`config.mk`:
```
export PLATFORM = sky130hd
export DESIGN_NAME = stc_system_tick_timer
export DESIGN_NICKNAME = d
export VERILOG_FILES = /design/src/design/stc_pkg.sv /design/src/design/stc_down_counter.sv /design/src/design/stc_system_tick_timer.sv
export SDC_FILE = /design/constraint.sdc
export NUM_CORES = 1
export LEC_CHECK = 0
export BUFFER_PORTS_ARGS = -buffer_cell sky130_fd_sc_hd__buf_2
export CORE_MARGIN = 3
export CORE_UTILIZATION = 50
export CTS_CLUSTER_SIZE = 24
export DETAILED_ROUTE_END_ITERATION = 16
export GPL_TIMING_DRIVEN = 0
export PLACE_DENSITY_LB_ADDON = 0.25
export SYNTH_ARGS = -nofsm -noshare
export SYNTH_HDL_FRONTEND = slang
export SYNTH_SLANG_ARGS = --single-unit
```
`constraint.sdc`:
```
create_clock -name aclk -period 2.4 [get_ports aclk]
set_clock_uncertainty 0.1 [all_clocks]
set_input_delay 0.12 -clock aclk [delete_from_list [all_inputs] [get_ports aclk]]
set_output_delay 0.12 -clock aclk [all_outputs]
set_load 0.02 [all_outputs]
```
`src/design/stc_pkg.sv`:
```
// Constants, register map and helpers for the system tick timer.
// Assumes a 32-bit AXI4-Lite register bus and a single core clock.
package stc_pkg;
  // Counter geometry
  localparam int          STC_CNT_W      = 24;        // Width of the tick counter
  localparam int          STC_ADDR_W     = 8;         // Byte address bits decoded
  // Register byte offsets, one aligned word each
  localparam logic [7:0]  STC_OFS_CTRL   = 8'h00;     // Enable control
  localparam logic [7:0]  STC_OFS_RELOAD = 8'h04;     // Reload value
  localparam logic [7:0]  STC_OFS_CURR   = 8'h08;     // Current count, write clears
  localparam logic [7:0]  STC_OFS_STATUS = 8'h0C;     // Sticky events, read clears
  localparam logic [7:0]  STC_OFS_MASK   = 8'h10;     // Interrupt mask
  // Field positions
  localparam int          STC_CTRL_EN    = 0;         // Timer enable bit
  localparam int          STC_STAT_ZERO  = 0;         // Zero-reached flag bit
  // Reset values
  localparam logic        STC_EN_RST     = 1'h0;      // Timer stopped
  localparam logic        STC_MASK_RST   = 1'h0;      // Interrupt masked
  localparam logic        STC_FLAG_RST   = 1'h0;      // No event pending
  // Bus responses
  localparam logic [1:0]  STC_RESP_OKAY  = 2'h0;      // Access done
  localparam logic [1:0]  STC_RESP_SLVERR = 2'h2;     // Unmapped address

  // Merge a written word into an old value under byte strobes
  function automatic logic [31:0] stc_merge(input logic [31:0] old_v,
                                            input logic [31:0] new_v,
                                            input logic [3:0]  strb);
    logic [31:0] res;
    res = old_v;
    for (int i = 0; i < 4; i++) begin
      if (strb[i]) begin
        res[i*8 +: 8] = new_v[i*8 +: 8];
      end
    end
    return res;
  endfunction : stc_merge
endpackage : stc_pkg

```
`src/design/stc_down_counter.sv`:
```
// Decrementing tick counter with wrap to a reload value.
// Assumes enable, clear and reload come from logic on the same clock.
`timescale 1ns/1ps
module stc_down_counter
  import stc_pkg::*;
#(
  parameter int CNT_W = STC_CNT_W          // Counter width
) (
  input  wire logic             aclk,       // Core clock
  input  wire logic             aresetn,    // Synchronous reset, active low
  input  wire logic             enable,     // Count while high
  input  wire logic             clear,      // One-cycle clear of the count
  input  wire logic [CNT_W-1:0] reload,     // Value loaded after zero
  output logic      [CNT_W-1:0] count,      // Present count
  output logic                  zero_pulse  // High in the cycle count became zero
);
  localparam logic [CNT_W-1:0] CNT_ONE = CNT_W'(1);  // Decrement step

  logic [CNT_W-1:0] next_count;  // Count after this edge
  logic             next_zero;   // Zero event after this edge

  // Next count: clear beats counting, so a write always lands on zero
  always_comb begin
    next_count = count;
    next_zero  = 1'b0;
    if (clear) begin
      next_count = '0;
    end else if (enable) begin
      if (count == '0) begin
        next_count = reload;
      end else begin
        next_count = count - CNT_ONE;
        next_zero  = (count == CNT_ONE);
      end
    end
  end

  // Register the count; reset gives a defined zero so the first reload is clean
  always_ff @(posedge aclk) begin
    if (!aresetn) begin
      count      <= '0;
      zero_pulse <= 1'b0;
    end else begin
      count      <= next_count;
      zero_pulse <= next_zero;
    end
  end
endmodule : stc_down_counter

```
`src/design/stc_system_tick_timer.sv`:
```
// System tick timer: AXI4-Lite register slave around the tick counter.
// Assumes one master with at most one write and one read outstanding.
//
// Notes on behaviour
// - 24-bit down counter wrapping to reload value
// - Any write to current count clears it
// - Decrement each clock; reload the clock after zero
// - Transition to zero sets zero-reached flag
// - Reading status register clears zero-reached flag
// - Zero reload keeps counter parked at zero
//
// Local design decisions: the AXI4-Lite interface to the registers and the placing of the registers.
`timescale 1ns/1ps
module stc_system_tick_timer
  import stc_pkg::*;
#(
  parameter int CNT_W  = STC_CNT_W,          // Counter width
  parameter int ADDR_W = STC_ADDR_W          // Decoded address width
) (
  input  wire logic              aclk,       // Core clock, 250 MHz
  input  wire logic              aresetn,    // Synchronous reset, active low
  input  wire logic [ADDR_W-1:0] awaddr,     // Write address
  input  wire logic              awvalid,    // Write address valid
  output logic                   awready,    // Write address ready
  input  wire logic [31:0]       wdata,      // Write data
  input  wire logic [3:0]        wstrb,      // Write byte strobes
  input  wire logic              wvalid,     // Write data valid
  output logic                   wready,     // Write data ready
  output logic [1:0]             bresp,      // Write response
  output logic                   bvalid,     // Write response valid
  input  wire logic              bready,     // Write response ready
  input  wire logic [ADDR_W-1:0] araddr,     // Read address
  input  wire logic              arvalid,    // Read address valid
  output logic                   arready,    // Read address ready
  output logic [31:0]            rdata,      // Read data
  output logic [1:0]             rresp,      // Read response
  output logic                   rvalid,     // Read data valid
  input  wire logic              rready,     // Read data ready
  output logic                   irq         // Level interrupt
);
  // Write channel state
  logic              aw_held,   next_aw_held;    // Address captured
  logic [ADDR_W-1:0] aw_addr,   next_aw_addr;    // Captured address
  logic              w_held,    next_w_held;     // Data captured
  logic [31:0]       w_data,    next_w_data;     // Captured data
  logic [3:0]        w_strb,    next_w_strb;     // Captured strobes
  logic              next_awready, next_wready;  // Ready for next beat
  logic              next_bvalid;                // Response pending
  logic [1:0]        next_bresp;                 // Response code
  // Read channel state
  logic              next_arready, next_rvalid;  // Read handshake state
  logic [31:0]       next_rdata;                 // Read word
  logic [1:0]        next_rresp;                 // Read code
  // Register file
  logic              ctrl_en,   next_ctrl_en;    // Timer enable
  logic [CNT_W-1:0]  reload,    next_reload;     // Reload value
  logic              mask_zero, next_mask_zero;  // Interrupt mask
  logic              zero_reached_flag, next_zero_reached_flag;  // Sticky event
  logic              clear_req, next_clear_req;  // Count clear strobe
  logic              next_irq;                   // Interrupt level
  // Counter link
  logic [CNT_W-1:0]  current_count;              // Live count
  logic              zero_pulse;                 // Count reached zero
  // Decode helpers
  logic              do_write;                   // Both write halves held
  logic              ar_take;                    // Read address handshake
  logic [31:0]       merged;                     // Written word under strobes
  logic              wr_mapped;                  // Write hits a register
  logic [7:0]        rd_ofs;                     // Read byte offset

  // Counter core runs every clock; the bus only steers it
  stc_down_counter #(
    .CNT_W      (CNT_W)
  ) u_counter (
    .aclk       (aclk),
    .aresetn    (aresetn),
    .enable     (ctrl_en),
    .clear      (clear_req),
    .reload     (reload),
    .count      (current_count),
    .zero_pulse (zero_pulse)
  );

  // Word read back for an offset
  function automatic logic [31:0] read_word(input logic [7:0] ofs);
    logic [31:0] v;
    v = '0;
    unique case (ofs)
      STC_OFS_CTRL:   v[STC_CTRL_EN] = ctrl_en;
      STC_OFS_RELOAD: v[CNT_W-1:0] = reload;
      STC_OFS_CURR:   v[CNT_W-1:0] = current_count;
      STC_OFS_STATUS: v[STC_STAT_ZERO] = zero_reached_flag;
      STC_OFS_MASK:   v[STC_STAT_ZERO] = mask_zero;
      default:        v = '0;                         // Unmapped reads as zero
    endcase
    return v;
  endfunction : read_word

  // Whether an offset names a register
  function automatic logic is_mapped(input logic [7:0] ofs);
    return (ofs == STC_OFS_CTRL) || (ofs == STC_OFS_RELOAD) || (ofs == STC_OFS_CURR) ||
           (ofs == STC_OFS_STATUS) || (ofs == STC_OFS_MASK);
  endfunction : is_mapped

  // Write path: address and data are taken in either order, then one write
  always_comb begin
    next_aw_held = aw_held;
    next_aw_addr = aw_addr;
    next_w_held  = w_held;
    next_w_data  = w_data;
    next_w_strb  = w_strb;
    next_bvalid  = bvalid;
    next_bresp   = bresp;
    next_ctrl_en = ctrl_en;
    next_reload  = reload;
    next_mask_zero = mask_zero;
    next_clear_req = 1'b0;
    do_write     = aw_held && w_held && !bvalid;
    merged       = 32'h0;
    wr_mapped    = is_mapped(8'(aw_addr));
    if (awvalid && awready) begin
      next_aw_held = 1'b1;
      next_aw_addr = awaddr;
    end
    if (wvalid && wready) begin
      next_w_held = 1'b1;
      next_w_data = wdata;
      next_w_strb = wstrb;
    end
    if (bvalid && bready) begin
      next_bvalid = 1'b0;
    end
    if (do_write) begin
      next_aw_held = 1'b0;
      next_w_held  = 1'b0;
      next_bvalid  = 1'b1;
      next_bresp   = wr_mapped ? STC_RESP_OKAY : STC_RESP_SLVERR;
      unique case (8'(aw_addr))
        STC_OFS_CTRL: begin
          merged       = stc_merge({31'h0, ctrl_en}, w_data, w_strb);
          next_ctrl_en = merged[STC_CTRL_EN];
        end
        STC_OFS_RELOAD: begin
          merged      = stc_merge(32'(reload), w_data, w_strb);
          next_reload = merged[CNT_W-1:0];
        end
        STC_OFS_CURR: begin
          next_clear_req = 1'b1;
        end
        STC_OFS_MASK: begin
          merged         = stc_merge({31'h0, mask_zero}, w_data, w_strb);
          next_mask_zero = merged[STC_STAT_ZERO];
        end
        default: begin
          merged = 32'h0;                             // Status and holes ignore writes
        end
      endcase
    end
    // Ready only while a slot is free, so a held beat never gets overwritten
    next_awready = !next_aw_held && !next_bvalid;
    next_wready  = !next_w_held && !next_bvalid;
  end

  // Read path and the sticky flag; a new event beats a read that clears it
  always_comb begin
    next_arready = arready;
    next_rvalid  = rvalid;
    next_rdata   = rdata;
    next_rresp   = rresp;
    next_zero_reached_flag = zero_reached_flag;
    ar_take      = arvalid && arready;
    rd_ofs       = 8'(araddr);
    if (rvalid && rready) begin
      next_rvalid = 1'b0;
    end
    if (ar_take) begin
      next_rvalid = 1'b1;
      next_rdata  = read_word(rd_ofs);
      next_rresp  = is_mapped(rd_ofs) ? STC_RESP_OKAY : STC_RESP_SLVERR;
      if (rd_ofs == STC_OFS_STATUS) begin
        next_zero_reached_flag = 1'b0;
      end
    end
    if (zero_pulse) begin
      next_zero_reached_flag = 1'b1;
    end
    next_arready = !next_rvalid;
    next_irq     = next_zero_reached_flag && next_mask_zero;
  end

  // Register every piece of bus and control state
  always_ff @(posedge aclk) begin
    if (!aresetn) begin
      aw_held   <= 1'b0;
      aw_addr   <= '0;
      w_held    <= 1'b0;
      w_data    <= 32'h0;
      w_strb    <= 4'h0;
      awready   <= 1'b0;
      wready    <= 1'b0;
      bvalid    <= 1'b0;
      bresp     <= STC_RESP_OKAY;
      arready   <= 1'b0;
      rvalid    <= 1'b0;
      rdata     <= 32'h0;
      rresp     <= STC_RESP_OKAY;
      ctrl_en   <= STC_EN_RST;
      reload    <= '0;
      mask_zero <= STC_MASK_RST;
      zero_reached_flag <= STC_FLAG_RST;
      clear_req <= 1'b0;
      irq       <= 1'b0;
    end else begin
      aw_held   <= next_aw_held;
      aw_addr   <= next_aw_addr;
      w_held    <= next_w_held;
      w_data    <= next_w_data;
      w_strb    <= next_w_strb;
      awready   <= next_awready;
      wready    <= next_wready;
      bvalid    <= next_bvalid;
      bresp     <= next_bresp;
      arready   <= next_arready;
      rvalid    <= next_rvalid;
      rdata     <= next_rdata;
      rresp     <= next_rresp;
      ctrl_en   <= next_ctrl_en;
      reload    <= next_reload;
      mask_zero <= next_mask_zero;
      zero_reached_flag <= next_zero_reached_flag;
      clear_req <= next_clear_req;
      irq       <= next_irq;
    end
  end
endmodule : stc_system_tick_timer

```
; ---- Word-level counts from Yosys, hierarchy flattened
; Cells that the tools add are included.
[word_totals]
word_cells = 88
output_inout_bits = 42
inputBits = 59
ff_bits = 124
[op_classes]
mux = 20
addsub = 1
eq_ne = 9
n_reduce_logical = 33
bitwise = 2
[op_table]
columns = op, n
row1 = $pmux 23 s2, 1
row2 = $eq 8x4->1 const B, 4
row3 = $eq 24x1->1 const B, 1
row4 = $logic_not 24->1, 1
row5 = $mux 24, 1
row6 = $sub 24x1->24 const B, 1
row7 = $eq 8x3->1 const B, 2
row8 = $eq 8x5->1 const B, 2
row9 = $logic_not 8->1, 2
row10 = $mux 1, 15
row11 = $reduce_and 3->1, 4
row12 = $logic_and 1x1->1, 10
row13 = $logic_or 1x1->1, 8
row14 = $logic_not 1->1, 5
row15 = $pmux 1 s5, 1
row16 = $mux 2, 2
row17 = $reduce_or 4->1, 1
row18 = $not 1->1, 2
row19 = $reduce_and 2->1, 1
row20 = $reduce_or 2->1, 1

; ---- Logic depth before layout (Yosys ltp)
[logic_depth]
depth_word = 6
ltp_mapped = 8
mapped_depth_nobuf = 7

; ---- Cells and area by module
; Synthesis repeated with hierarchy kept, for this count alone.
[hier_totals]
hier_cells = 646
area_unflattened_um2 = 5472.7
[by_module_without_submodules]
columns = module, seq_area_each_um2, cells_per_inst, area_per_inst_um2, n_inst
row1 = stc_system_tick_timer, 1941.9, 447, 3875.0, 1
row2 = stc_down_counter, 500.5, 199, 1597.8, 1

; ---- Least setup slack after synthesis
; OpenSTA, ideal clock, no wires.
[synth_timing]
kind = flip-flop to flip-flop
from = reg u_counter.count[0]
to = reg u_counter.count[20]
required_time_ps = 2238
setup_time_ps = 62
arrival_ps = 2346
stages_incl_launch_ff = 8
period_less_slack_ps = 2508
path_buffers = 1
setup_slack_ps = -108
path_cell_list = dfxtp_1 -> inv_1 -> ha_1 -> buf_2 -> or4b_2 -> or4_4 -> or4_1 -> nand3_1
[synth_between]
elab_chain_cells = 2
elab_cells_between_ends = 3
classes_between = 1 x add/sub / 1 x mux / 1 x reduce/logical
[synth_rtl]
columns = item, line
row1 = "start, declared", stc_down_counter.sv:14  ; output logic [CNT_W-1:0] count,
row2 = "start signal, assigned", stc_down_counter.sv:44  ; count <= next_count;
row3 = $sub 24x1->24 / $logic_not 24->1 (equally long branches), "stc_down_counter.sv:32, stc_down_counter.sv:29"
row4 = $mux 24 (*), stc_down_counter.sv:29  ; if (count == '0) begin
; Mark *: on every way between the ends. The rest lies on a longest branch, timed or not.
; A chain may end at the register's enable or synchronous reset.

; ---- Worst setup path in the final report
[layout_timing]
from = reg u_counter.count[7]
to = reg u_counter.count[17]
; The elaborated chain is that of the path after synthesis.

==> impl_metrics.json <==
{
  "wl_mm": 16.84,
  "grt_max_degree": 17,
  "synth.top_cells.by_count": "dfxtp_1, nand2_1, nor2_1",
  "fin_cells": 951,
  "clk_pin_slew_worst_paths_ps": 60,
  "hold_start": "wvalid",
  "pin_count": 101,
  "synth_async_sr_flop_share_pct": 0,
  "hold_viol": 0,
  "relSlewSlack_pct": 58.15,
  "antenna_found_initial": 0,
  "ir_worst_vdd_v": 0.0006085,
  "timing.rr.end": "u_counter.count[17]$_SDFFE_PP0P_",
  "ys.flop_type": "dfxtp_1",
  "place_ws_ps": -210.2,
  "min_period_ps": 2370,
  "start_util_pct": 52.10,
  "hp-class": "primary input to register",
  "area_growth_pct": 35.01,
  "yosysMostFrequentCell": "dfxtp_1",
  "path_class": "register to register",
  "cap_violations": 0,
  "nets": 864,
  "total_power_w": 0.005355,
  "netSwitchingPower_w": 0.001371,
  "first_pass_iters": 5,
  "yosys-top-cells-area": "dfxtp_1, mux2i_1, nand2_1",
  "core_um2": 10510,
  "overflow": 0,
  "swShare_pct": 25.60,
  "drive_above_1_share_pct": 19.26,
  "setup_viol": 0,
  "ctsHtreeMaxLevel": 4,
  "finish.utilization_pct": 70.34,
  "p_leak_nw": 3.117,
  "timing.final.crit_share_pct": 98.76,
  "fin_ws_ps": 29.65,
  "drtIter0Drc": 403,
  "rr_startpoint": "u_counter.count[7]$_SDFFE_PP0P_",
  "critPathLaunchType": "register",
  "rows": 37,
  "grtUsageTotal_pct": 27.39,
  "grt_pass1_vias": 5380,
  "worst-slew-pin-transition_ps": 625.4,
  "hold_depth": 4,
  "routedWlPerCell_um": 17.71,
  "clkLatencyLatePin_ps": 540,
  "cp-end-kind": "register",
  "crit_fanout": 9,
  "synth_top_area_share_pct": 44.61,
  "synth_edf_count": 0,
  "slew_violations": 0,
  "vias_per_cell": 5.748,
  "nFillCells": 781,
  "required_ps": 2690,
  "worstRegToRegCells": 6,
  "hold_end": "w_strb[1]$_SDFFE_PN0P_",
  "pwr-share-seq_pct": 39.9,
  "die_h_um": 110.6,
  "die_x_um": 110.6,
  "synth.distinct_cells": 57,
  "clk_path_buf_depth": 2,
  "cp.arrival_ps": 2660,
  "yosysSeqAreaShare_pct": 44.61,
  "vias": 5466,
  "cts-root-buf": "clkbuf_8",
  "syn_area_um2": 5475,
  "cts_tree": "done",
  "fmax_mhz": 421.9,
  "insertedDiodeCount": 0,
  "final_antenna_net_count": 0,
  "rsz0062_at_grt": "true",
  "status": "complete, no violations",
  "power_density_nw_per_um2": 724.4,
  "cts_buffers": 17,
  "rrSetupSlack_ps": 30,
  "combPwrFrac_pct": 11.9,
  "post-place-cells": 857,
  "clock_sinks": 122,
  "die_area_um2": 12240,
  "grt_pass1_wl_mm": 27.14,
  "place_hpwl_mm": 11.41,
  "p_int_w": 0.003984,
  "ys_ff_latch": 122,
  "yosys_warnings": 0,
  "yosys.area.top_type": "dfxtp_1",
  "synth_cells": 632,
  "numPortBuffers": 80,
  "drc": 0,
  "clock_power_share_pct": 48.1,
  "syn_avg_cell_area_um2": 8.663,
  "gp_congestion": 0.9177
}
-- metrics by stage --
stage | hold WS, ps | area [µm²] | setup TNS, ps
after global routing | 67.91 | 7392 | -52.33
after global placement | 271.6 | 6086 | -2521
after detailed placement | 278.9 | 6086 | -1883
final | 1.317 | 7392 | 0
after CTS | 4.999 | 7355 | 0
after floorplan | 164.9 | 5515 | 0
-- timing repair --
item | CTS | global route
gates resized for setup | 12 | 15
endpoints found under the setup margin | 23 | 21
pin swaps | 4 | 4
hold endpoints to repair | 46 | 0
setup buffers | 6 | 0
cloned | 0 | 0
hold buffers | 58 | 0
-- cell type report --
cell class / count / area, µm² / area share (%)
plain buffers: 53 / 262.8 / 3.555
multi-input cells: 453 / 2839 / 38.41
clock buffers: 18 / 427.9 / 5.789
flip-flops and latches: 122 / 2449 / 33.12
repair buffers: 144 / 1026 / 13.88
well taps: 136 / 170.2 / 2.302
clock inverters: 14 / 171.4 / 2.319
inverters: 11 / 46.29 / 0.6263
-- state kept, by name (all words and copies together), names as in the netlist, 3 cells and up --
register / cells
rdata: 24
reload: 24
u_counter.count: 24
w_data: 24
aw_addr: 8
w_strb: 3
-- worst max-delay path, stage by stage (launching register included) --
cell	delay, ps
dfxtp_1	380
or4_4	570
or3_1	350
clkbuf_4	190
o41a_1	320
a311oi_1	230
a211oi_1	80
-- power groups by stage --
stage | clock network (W) | logic (W) | registers, W
floorplan | 0 | 0.000324 | 0.00221
global placement | 0 | 0.000532 | 0.00218
detailed placement | 0 | 0.000536 | 0.00218
CTS | 0.00258 | 0.000609 | 0.00214
global route | 0.00268 | 0.000685 | 0.00215
finish | 0.00258 | 0.000640 | 0.00214
-- layout by cell type, fill, tap and decap left out, types with 6 or more instances in the layout --
master	count
nand3_1	22
a221oi_1	24
mux2i_1	32
conb_1	10
a32o_1	9
nand4_1	8
nand2_1	81
nor3_1	12
inv_1	8
a21oi_1	9
clkbuf_16	16
dfxtp_1	119
buf_2	80
a21boi_0	38
nor2_1	50
dlygate4sd3_1	58
o21ai_0	39
buf_4	17
clkbuf_1	35
o31ai_1	6
nor2b_1	30
-- worst max path at each step --
| stage | end | depth (start not counted) | start |
|---|---|---|---|
| after floorplan | u_counter.count[20]$_SDFFE_PP0P_ | 7 | u_counter.count[0]$_SDFFE_PP0P_ |
| after global placement | u_counter.count[16]$_SDFFE_PP0P_ | 7 | u_counter.count[4]$_SDFFE_PP0P_ |
| after detailed placement | u_counter.count[16]$_SDFFE_PP0P_ | 7 | u_counter.count[4]$_SDFFE_PP0P_ |
| after CTS | u_counter.count[17]$_SDFFE_PP0P_ | 7 | u_counter.count[9]$_SDFFE_PP0P_ |
| after global routing | u_counter.count[23]$_SDFFE_PP0P_ | 6 | u_counter.count[5]$_SDFFE_PP0P_ |
| final | u_counter.count[17]$_SDFFE_PP0P_ | 6 | u_counter.count[7]$_SDFFE_PP0P_ |
-- metal layers --
layer	GRT usage, %	share of wire [%]	routed length [µm]	up-vias
met1	35.62	42	7110	2563
met3	4.603	7.4	1247	32
li1	-	-	-	2613
met5	0	0	0	-
met2	45.27	48	8147	258
met4	11.00	2.0	333	0
-- logic make-up (layout without fill, tap and decap cells) --
family | Yosys count | in the layout | share of synthesized area, %
AO/OA/AOI/OAI | 154 | 154 | 20.13
adder cells (fa/ha/maj) | 3 | 3 | 0.6856
buffers and inverters | 66 | 240 | 5.461
flip-flops | 122 | 122 | 44.61
multiplexers | 33 | 33 | 6.056
other | 1 | 10 | 0.06849
AND/OR/NAND/NOR | 253 | 253 | 22.99
Power figures use the tool's default switching activity.
